## src/pulk_pkg.sv

```systemverilog
// Constants and state types for the power sequencer and memory lock
// Notes on behaviour
// At power-up hold internal reset with the sensor output at high impedance.
// Start the power-on release counter when supply crosses the reset rise threshold.
// Release reset only after release time elapsed and lockout exit threshold reached.
// Reassert reset, output high impedance, when supply falls to reset fall threshold.
// Supply below lockout entry threshold enters lockout with output forced to ground.
// Supply rising to the lockout exit threshold leaves the lockout state.
// Lockout engages only after the engage delay from the entry crossing.
// After exit crossing wait the disengage delay before releasing lockout, output valid.
// Every power-up applies the default lock blocking all register reads and writes.
// Default lock lifts only on the exact 30-bit code written to address 0x24.
// The unlock code is accepted only within 8 ms from power-up.
// A supply power cycle restores the default lock and discards earlier unlock.
// Permanent lock set and power cycled refuses every register read and write.
// Under permanent lock a correct code within the window does not unlock.
// Under permanent lock nothing can clear the permanent lock bit.
// Programmer should trim sensitivity before the zero-field level trim.
// The power-on release counter runs 64 us after the rise crossing.
// Engage counter runs 64 us; recovery above entry before the end cancels lockout.
// Disengage delay is 14 us, then the output returns to mid supply.
// Window expiry without valid code disables register access until next power-up.
// Threshold flags are synchronised; delay counters run on the clock, cleared by reset.
package pulk_pkg;

    // ==========================================================================
    // Timing
    localparam int CLK_MHZ                    = 125;
    localparam int RESET_RELEASE_TIME_US      = 64;
    localparam int LOCKOUT_ENGAGE_DELAY_US    = 64;
    localparam int LOCKOUT_DISENGAGE_DELAY_US = 14;
    localparam int UNLOCK_WINDOW_TIME_MS      = 8;
    localparam int US_PER_MS                  = 1000;
    localparam int RESET_RELEASE_CYC          = RESET_RELEASE_TIME_US * CLK_MHZ;
    localparam int LOCKOUT_ENGAGE_CYC         = LOCKOUT_ENGAGE_DELAY_US * CLK_MHZ;
    localparam int LOCKOUT_DISENGAGE_CYC      = LOCKOUT_DISENGAGE_DELAY_US * CLK_MHZ;
    localparam int UNLOCK_WINDOW_CYC          = UNLOCK_WINDOW_TIME_MS * US_PER_MS * CLK_MHZ;

    // ==========================================================================
    // Register access
    localparam int              ADDR_W                 = 8;
    localparam int              CODE_W                 = 30;
    localparam logic [ADDR_W-1:0] UNLOCK_CODE_ENTRY_ADDR = 8'h24;
    // Arbitrary neutral default for the customer unlock code
    localparam logic [CODE_W-1:0] UNLOCK_CODE_DEFAULT  = 30'h0ACE_1234;

    // ==========================================================================
    // Comparator flag positions
    localparam int CMP_N          = 4;
    localparam int CMP_RISE       = 0;
    localparam int CMP_FALL       = 1;
    localparam int CMP_EXIT       = 2;
    localparam int CMP_ENTRY      = 3;
    localparam logic [CMP_N-1:0] CMP_RESET_VAL = 4'h0;

    // ==========================================================================
    // Power sequencing states
    typedef enum logic [6:0] {
        PWR_OFF      = 7'h01,
        PWR_RELEASE  = 7'h02,
        PWR_ARMING   = 7'h04,
        PWR_RUN      = 7'h08,
        PWR_ENGAGING = 7'h10,
        PWR_LOCKOUT  = 7'h20,
        PWR_LEAVING  = 7'h40
    } pulk_pwr_state_t;

endpackage

```

## src/pulk_delay_counter.sv

```systemverilog
// Delay counter: done rises on the COUNT-th edge of continuous run, clears when run drops
`timescale 1ns/1ps
module pulk_delay_counter #(
    parameter int COUNT = 8000
) (
    // Clock and reset
    input  wire logic clock,
    input  wire logic rst,
    // Control
    input  wire logic run,
    output logic      done
);
    localparam int W = $clog2(COUNT + 1);

    generate
        if (COUNT < 1) begin : g_bad_count
            $error("pulk_delay_counter: COUNT must be at least 1");
        end
    endgenerate

    typedef struct packed {
        logic [W-1:0] cnt;
        logic         done;
    } pulk_cnt_state_t;

    pulk_cnt_state_t st_r;
    pulk_cnt_state_t st_nxt;

    always_comb begin
        st_nxt = st_r;
        if (!run) begin
            st_nxt.cnt = '0;
        end else if (st_r.cnt != W'(COUNT)) begin
            st_nxt.cnt = st_r.cnt + W'(1);
        end
        st_nxt.done = (st_nxt.cnt == W'(COUNT));
    end

    // Cleared by reset so no delay carries over a power cycle
    always_ff @(posedge clock or posedge rst) begin
        if (rst) begin
            st_r <= '0;
        end else begin
            st_r <= st_nxt;
        end
    end

    assign done = st_r.done;

endmodule // pulk_delay_counter

```

## src/pulk_sequencer.sv

```systemverilog
// Power-on reset, undervoltage lockout and register lock sequencer
`timescale 1ns/1ps
module pulk_sequencer #(
    parameter int                          RELEASE_CYC = pulk_pkg::RESET_RELEASE_CYC,
    parameter int                          ENGAGE_CYC  = pulk_pkg::LOCKOUT_ENGAGE_CYC,
    parameter int                          WINDOW_CYC  = pulk_pkg::UNLOCK_WINDOW_CYC,
    parameter logic [pulk_pkg::CODE_W-1:0] UNLOCK_CODE = pulk_pkg::UNLOCK_CODE_DEFAULT
) (
    // Clock and reset
    input  wire logic                          clock,
    input  wire logic                          rst,
    // Supply comparators, asynchronous, high while supply is above the threshold
    input  wire logic                          reset_rise_threshold,
    input  wire logic                          reset_fall_threshold,
    input  wire logic                          lockout_exit_threshold,
    input  wire logic                          lockout_entry_threshold,
    // Stored permanent lock, level from nonvolatile memory
    input  wire logic                          permanent_lock_bit,
    // Register requests from the serial decoder
    input  wire logic                          req_valid,
    input  wire logic                          req_write,
    input  wire logic [pulk_pkg::ADDR_W-1:0]   req_addr,
    input  wire logic [pulk_pkg::CODE_W-1:0]   req_wdata,
    // Answers and status
    output logic                               req_grant,
    output logic                               req_refuse,
    output logic                               mem_access_open,
    output logic                               unlock_window_open,
    output logic                               permanent_lock_active,
    // Reset and output stage
    output logic                               internal_reset,
    output logic                               sensor_output_en,
    output logic                               sensor_output_gnd,
    output logic                               sensor_output_valid
);

    generate
        if (RELEASE_CYC < 1 || ENGAGE_CYC < 1 || WINDOW_CYC < 1) begin : g_bad_timing
            $error("pulk_sequencer: delay counts must be at least 1");
        end
    endgenerate

    // ==========================================================================
    // State
    typedef struct packed {
        logic [pulk_pkg::CMP_N-1:0] sync1;
        logic [pulk_pkg::CMP_N-1:0] sync2;
        pulk_pkg::pulk_pwr_state_t  pwr;
        logic                       int_reset;
        logic                       out_en;
        logic                       out_gnd;
        logic                       out_valid;
        logic                       perm;
        logic                       unlocked;
        logic                       window_over;
        logic                       win_open;
        logic                       grant;
        logic                       refuse;
    } pulk_top_state_t;

    pulk_top_state_t st_r;
    pulk_top_state_t st_nxt;

    logic rise_s;
    logic fall_s;
    logic exit_s;
    logic entry_s;
    logic rel_done;
    logic eng_done;
    logic dis_done;
    logic win_done;
    logic code_hit;

    // Only the second stage is read; the first stage may be metastable
    assign rise_s  = st_r.sync2[pulk_pkg::CMP_RISE];
    assign fall_s  = st_r.sync2[pulk_pkg::CMP_FALL];
    assign exit_s  = st_r.sync2[pulk_pkg::CMP_EXIT];
    assign entry_s = st_r.sync2[pulk_pkg::CMP_ENTRY];

    assign code_hit = req_valid && req_write
                   && (req_addr == pulk_pkg::UNLOCK_CODE_ENTRY_ADDR);

    // ==========================================================================
    // Delay counters
    pulk_delay_counter #(.COUNT(RELEASE_CYC)) u_release (
        .clock (clock),
        .rst   (rst),
        .run   (st_r.pwr == pulk_pkg::PWR_RELEASE),
        .done  (rel_done)
    );

    pulk_delay_counter #(.COUNT(ENGAGE_CYC)) u_engage (
        .clock (clock),
        .rst   (rst),
        .run   (st_r.pwr == pulk_pkg::PWR_ENGAGING),
        .done  (eng_done)
    );

    // Shared by output arming after reset release and lockout exit; the two states never overlap
    pulk_delay_counter #(.COUNT(pulk_pkg::LOCKOUT_DISENGAGE_CYC)) u_disengage (
        .clock (clock),
        .rst   (rst),
        .run   ((st_r.pwr == pulk_pkg::PWR_ARMING) || (st_r.pwr == pulk_pkg::PWR_LEAVING)),
        .done  (dis_done)
    );

    // Only power-off rearms the window
    pulk_delay_counter #(.COUNT(WINDOW_CYC)) u_window (
        .clock (clock),
        .rst   (rst),
        .run   ((st_r.pwr != pulk_pkg::PWR_OFF) && !st_r.window_over),
        .done  (win_done)
    );

    // ==========================================================================
    // Next state
    always_comb begin
        st_nxt        = st_r;
        st_nxt.sync1  = {lockout_entry_threshold, lockout_exit_threshold,
                         reset_fall_threshold, reset_rise_threshold};
        st_nxt.sync2  = st_r.sync1;
        st_nxt.grant  = 1'b0;
        st_nxt.refuse = 1'b0;

        case (st_r.pwr)
            pulk_pkg::PWR_OFF: begin
                if (rise_s) begin
                    st_nxt.pwr  = pulk_pkg::PWR_RELEASE;
                    // Lock bit only takes effect from the following power-up
                    st_nxt.perm = permanent_lock_bit;
                end
            end
            pulk_pkg::PWR_RELEASE: begin
                if (rel_done && exit_s) begin
                    st_nxt.pwr = pulk_pkg::PWR_ARMING;
                end
            end
            pulk_pkg::PWR_ARMING: begin
                if (dis_done) begin
                    st_nxt.pwr = pulk_pkg::PWR_RUN;
                end
            end
            pulk_pkg::PWR_RUN: begin
                if (!entry_s) begin
                    st_nxt.pwr = pulk_pkg::PWR_ENGAGING;
                end
            end
            pulk_pkg::PWR_ENGAGING: begin
                if (entry_s) begin
                    st_nxt.pwr = pulk_pkg::PWR_RUN;
                end else if (eng_done) begin
                    st_nxt.pwr = pulk_pkg::PWR_LOCKOUT;
                end
            end
            pulk_pkg::PWR_LOCKOUT: begin
                if (exit_s) begin
                    st_nxt.pwr = pulk_pkg::PWR_LEAVING;
                end
            end
            pulk_pkg::PWR_LEAVING: begin
                if (!exit_s) begin
                    st_nxt.pwr = pulk_pkg::PWR_LOCKOUT;
                end else if (dis_done) begin
                    st_nxt.pwr = pulk_pkg::PWR_RUN;
                end
            end
            default: begin
                st_nxt.pwr = pulk_pkg::PWR_OFF;
            end
        endcase

        // Falling below the reset fall level beats every other transition
        if ((st_r.pwr != pulk_pkg::PWR_OFF) && !fall_s) begin
            st_nxt.pwr = pulk_pkg::PWR_OFF;
        end

        // Window expiry is sticky for the rest of the session
        if (win_done) begin
            st_nxt.window_over = 1'b1;
        end

        // Register requests
        if (req_valid) begin
            if (st_r.perm || st_r.int_reset) begin
                st_nxt.refuse = 1'b1;
            end else if (code_hit) begin
                if ((req_wdata == UNLOCK_CODE) && !st_r.window_over) begin
                    st_nxt.unlocked = 1'b1;
                    st_nxt.grant    = 1'b1;
                end else begin
                    st_nxt.refuse = 1'b1;
                end
            end else if (st_r.unlocked) begin
                st_nxt.grant = 1'b1;
            end else begin
                st_nxt.refuse = 1'b1;
            end
        end

        // A power cycle wipes the session, including an unlock taken this cycle
        if (st_nxt.pwr == pulk_pkg::PWR_OFF) begin
            st_nxt.unlocked    = 1'b0;
            st_nxt.window_over = 1'b0;
        end

        st_nxt.int_reset = (st_nxt.pwr == pulk_pkg::PWR_OFF)
                        || (st_nxt.pwr == pulk_pkg::PWR_RELEASE);
        st_nxt.out_en    = !(st_nxt.int_reset || (st_nxt.pwr == pulk_pkg::PWR_ARMING));
        st_nxt.out_gnd   = (st_nxt.pwr == pulk_pkg::PWR_LOCKOUT)
                        || (st_nxt.pwr == pulk_pkg::PWR_LEAVING);
        st_nxt.out_valid = (st_nxt.pwr == pulk_pkg::PWR_RUN)
                        || (st_nxt.pwr == pulk_pkg::PWR_ENGAGING);
        st_nxt.win_open  = (st_nxt.pwr != pulk_pkg::PWR_OFF) && !st_nxt.window_over;
    end

    // ==========================================================================
    // Registers
    always_ff @(posedge clock or posedge rst) begin
        if (rst) begin
            st_r           <= '0;
            st_r.sync1     <= pulk_pkg::CMP_RESET_VAL;
            st_r.sync2     <= pulk_pkg::CMP_RESET_VAL;
            st_r.pwr       <= pulk_pkg::PWR_OFF;
            st_r.int_reset <= 1'b1;
        end else begin
            st_r <= st_nxt;
        end
    end

    assign req_grant             = st_r.grant;
    assign req_refuse            = st_r.refuse;
    assign mem_access_open       = st_r.unlocked;
    assign unlock_window_open    = st_r.win_open;
    assign permanent_lock_active = st_r.perm;
    assign internal_reset        = st_r.int_reset;
    assign sensor_output_en      = st_r.out_en;
    assign sensor_output_gnd     = st_r.out_gnd;
    assign sensor_output_valid   = st_r.out_valid;
endmodule // pulk_sequencer

```

## config.mk

```make
export PLATFORM = sky130hd
export DESIGN_NAME = pulk_sequencer
export DESIGN_NICKNAME = d
export VERILOG_FILES = /design/src/pulk_pkg.sv /design/src/pulk_delay_counter.sv /design/src/pulk_sequencer.sv
export SDC_FILE = /design/constraint.sdc
export NUM_CORES = 1
export LEC_CHECK = 0
export ABC_AREA = 1
export BUFFER_PORTS_ARGS = -buffer_cell sky130_fd_sc_hd__buf_2
export CORE_ASPECT_RATIO = 0.8
export CORE_MARGIN = 2
export CORE_UTILIZATION = 36
export CTS_BUF_LIST = sky130_fd_sc_hd__clkbuf_16
export CTS_CLUSTER_DIAMETER = 50
export DETAILED_ROUTE_END_ITERATION = 10
export PLACE_DENSITY = 0.59
export SLEW_MARGIN = 25
export SYNTH_ARGS = -nofsm -noshare
export SYNTH_HDL_FRONTEND = slang
export SYNTH_SLANG_ARGS = --single-unit
```

## constraint.sdc

```tcl
create_clock -name clock -period 8.79 [get_ports clock]
set_input_delay 1.758 -clock clock [delete_from_list [all_inputs] [get_ports clock]]
set_output_delay 1.758 -clock clock [all_outputs]
set_load 0.03 [all_outputs]
```

==> impl_metrics.toml <==
[worst_setup_path]
worst-r2r-setup-slack_ns = 6.60
critPathTopFamily = "flip-flops"
critPathRequiredTime_ns = 7.03
crit_arrival_ns = 1.10
rr_worst_depth = 10
critPathKind = "reg -> out"
crit_cells = 1
r2r_end = "u_window.done"
regToRegStartpoint = "st_r[10]"
endpoint = "internal_reset"
cp_slowest_cell = "dfstp_2"
worstSetupStartpoint = "internal_reset"
path_buf_inv = 1
worst-path-max-fanout = 2
slowest_delay_ns = 0.56
path_cells = "buf_2"
cp-start-kind = "flip-flop"
end_kind = "output pin"

[floorplanning]
placementRows = 37
dieArea_um2 = 14400
ios = 56
initial_utilization = 0.372
die_width_um = 134
die_h_um = 108
core-area_um2 = 13000

[grt]
grt_first_pass_wirelength_um = 18500
grt_usage = 0.158
grt_use_met1 = 0.214
use_met2 = 0.253
grt_max_degree = 69
grt_pass1_vias = 4174
use_met3 = 0.0377
antenna_found_initial = 0
grt.overflow.total = 0
grt.busiest_layer = "met2"

[timing]
final_hold_viol_count = 0
period_share = 0.325
fin_skew_ns = 0.00985
finalMaxSlewViolations = 0
slew-limit-headroom = 0.432
worstMarginPinSlew_ns = 0.852
setup_viol = 0
layout_setup_ws_ns = 5.93
rsz0062_at_grt = "no"
max_freq_mhz = 350
fin_setup_tns_ns = 0
finalCriticalPeriod_ns = 2.86

[detailed_routing]
drc = 0
post_drt_wl_per_cell_um = 12.1
viasPerCell = 4.82
dr.pass1.iters = 5
vias = 4296
wl_um = 10800
final_antenna_net_count = 0
drtIter0Drc = 234

[yosys]
ys.warnings.count = 0
synthAdderAreaFrac = 0.0207
ys_ff_latch = 86
yosysUniqueCellTypes = 39
synth_compound_area_frac = 0.0483
syn-mean-instance-area_um2 = 7.49
synth_cells = 647
synth-simple-area-share = 0.349
synth_area_um2 = 4840
synth_top_family_by_area = "simple AND/OR/NAND/NOR gates"
synth_mux_area_frac = 0.00232
synth_xor_area_frac = 0.0325
seq_area_frac_synth = 0.445
syn-num-nets = 702

[power_and_ir_drop]
ir_worst_vdd_mv = 0.103
fin_total_pwr_mw = 1.01
p_seq_frac = 0.434
pwr-share-comb = 0.168
switchingPower_mw = 0.293
power_density_nw_per_um2 = 179
power.share.switching = 0.291
p_clk_frac = 0.398
leakagePower_nw = 2.86
internal_power_mw = 0.716

[worst_hold_path]
hold_path_class = "reg -> reg"

[clock_network]
clockRootBuffer = "clkbuf_16"
clockBufferDepth = 2
clkLatencyLatePin_ns = 0.34
cts_tree = "built"
clock_sinks = 86
cts_buffers = 9
ctsHoldBuffers = 0
post_cts_buffers = 0
path_clk_slew_ns = 0.06
cts-htree-levels = 3
cts_resized = 0

[final_layout]
layout.nets = 766
insertedDiodeCount = 0
drive_gt1_frac = 0.158
utilization = 0.434
area_growth_pct = 16.6

[placement]
gp_congestion = 0.907
dp_hpwl_um = 8230
post-place-ws_ns = 5.70
port_buffers = 55

[status]
outcome = "complete, no violations"

[run]
cap_violations = 0
==> flip-flops by register name, summed over array words and instances (netlist names), 4 cells and up <==
signal	count
st_nxt	4
st_r	8
u_disengage.st_r	11
u_engage.st_r	13
u_release.st_r	13
u_window.st_r	20
==> power by group through the flow <==
stage | registers [mW] | clock network, mW | logic (mW)
3_5_place_dp | 0.445 | 0 | 0.171
4_1_cts | 0.438 | 0.419 | 0.172
3_3_place_gp | 0.444 | 0 | 0.170
6_report | 0.438 | 0.402 | 0.170
5_1_grt | 0.441 | 0.434 | 0.192
2_1_floorplan | 0.457 | 0 | 0.108
==> worst min path at each step <==
stage	from	to	slack, ns	depth (start not counted)
after floorplan	st_nxt[20]	entry_s	0.33	0
after global placement	st_nxt[19]	exit_s	0.34	0
after detailed placement	st_nxt[20]	entry_s	0.34	0
after CTS	st_nxt[19]	exit_s	0.35	0
after global routing	st_nxt[19]	exit_s	0.35	0
final	st_nxt[19]	exit_s	0.34	0
==> cells by family (layout without fill, tap and decap cells) <==
family / after synthesis / after routing
AND/OR/NAND/NOR: 360 / 360
XOR/XNOR: 18 / 18
AO/OA/AOI/OAI: 43 / 43
multiplexers: 1 / 1
flip-flops: 86 / 86
adder cells (fa/ha/maj): 8 / 8
buffers and inverters: 131 / 200
==> routing by layer <==
layer  part of all wire  wire length (um)
met3              0.044               471
met1               0.48              5240
met4              0.011               119
met5                  0                 0
met2               0.46              4970
==> cells in the mapped netlist <==
cell | number | share of area
nand2_1 | 133 | 0.10
nand3_1 | 57 | 0.059
inv_1 | 118 | 0.091
nor2_4 | 2 | 0.0046
or2_1 | 1 | 0.0013
a21oi_1 | 18 | 0.019
nand4_2 | 1 | 0.0026
buf_2 | 3 | 0.0031
o32ai_1 | 1 | 0.0018
nor3_2 | 6 | 0.012
mux2_2 | 1 | 0.0023
nor2_2 | 6 | 0.0077
dfrtp_1 | 84 | 0.43
dfstp_2 | 2 | 0.011
ha_1 | 8 | 0.021
o21ai_1 | 4 | 0.0041
nand3_2 | 4 | 0.0083
nor2_1 | 94 | 0.073
inv_2 | 9 | 0.0070
xor2_1 | 15 | 0.027
o21ai_0 | 14 | 0.014
nand4_4 | 1 | 0.0044
or2_2 | 2 | 0.0026
nor3_1 | 8 | 0.0083
o21ai_2 | 1 | 0.0018
nor4_1 | 6 | 0.0077
o21bai_1 | 3 | 0.0046
nand2_2 | 5 | 0.0065
nor3b_1 | 1 | 0.0016
nand4_1 | 22 | 0.028
nand2_4 | 1 | 0.0023
and2_1 | 1 | 0.0013
nand3b_1 | 6 | 0.0093
xnor2_1 | 3 | 0.0054
and3_1 | 1 | 0.0013
clkinv_2 | 1 | 0.0010
o31ai_1 | 1 | 0.0016
nor4b_1 | 2 | 0.0036
a31oi_1 | 1 | 0.0013
==> stage by stage <==
step | instance area (um2) | instances | hold slack (ns)
finish | 5650 | 891 | 0.344
global route | 5650 | 891 | 0.354
CTS | 5650 | 891 | 0.348
detailed placement | 5330 | 875 | 0.336
global placement | 5330 | 875 | 0.335
floorplan | 4840 | 647 | 0.331
==> cell usage in the layout (no fill, tap or decap), types with 2 or more instances in the layout <==
cell,count
nand2_1,133
inv_1,118
nor2_1,94
dfrtp_1,84
nand3_1,57
buf_2,55
nand4_1,22
a21oi_1,18
xor2_1,15
o21ai_0,14
inv_2,9
clkbuf_16,9
nor3_1,8
ha_1,8
nand3b_1,6
nor4_1,6
nor3_2,6
nor2_2,6
nand2_2,5
nand3_2,4
o21ai_1,4
o21bai_1,3
clkinv_2,3
xnor2_1,3
nor4b_1,2
or2_2,2
nor2_4,2
clkinv_4,2
bufinv_16,2
dfstp_2,2
==> final cells by class <==
class / instances / area (um2)
tap: 175 / 219
clock inverter: 7 / 90.1
sequential: 86 / 2150
timing repair buffer: 56 / 283
fill: 1268 / 7360
clock buffer: 9 / 225
inverter: 128 / 483
multi-input combinational: 430 / 2190
(Power assumes the default switching activity.)
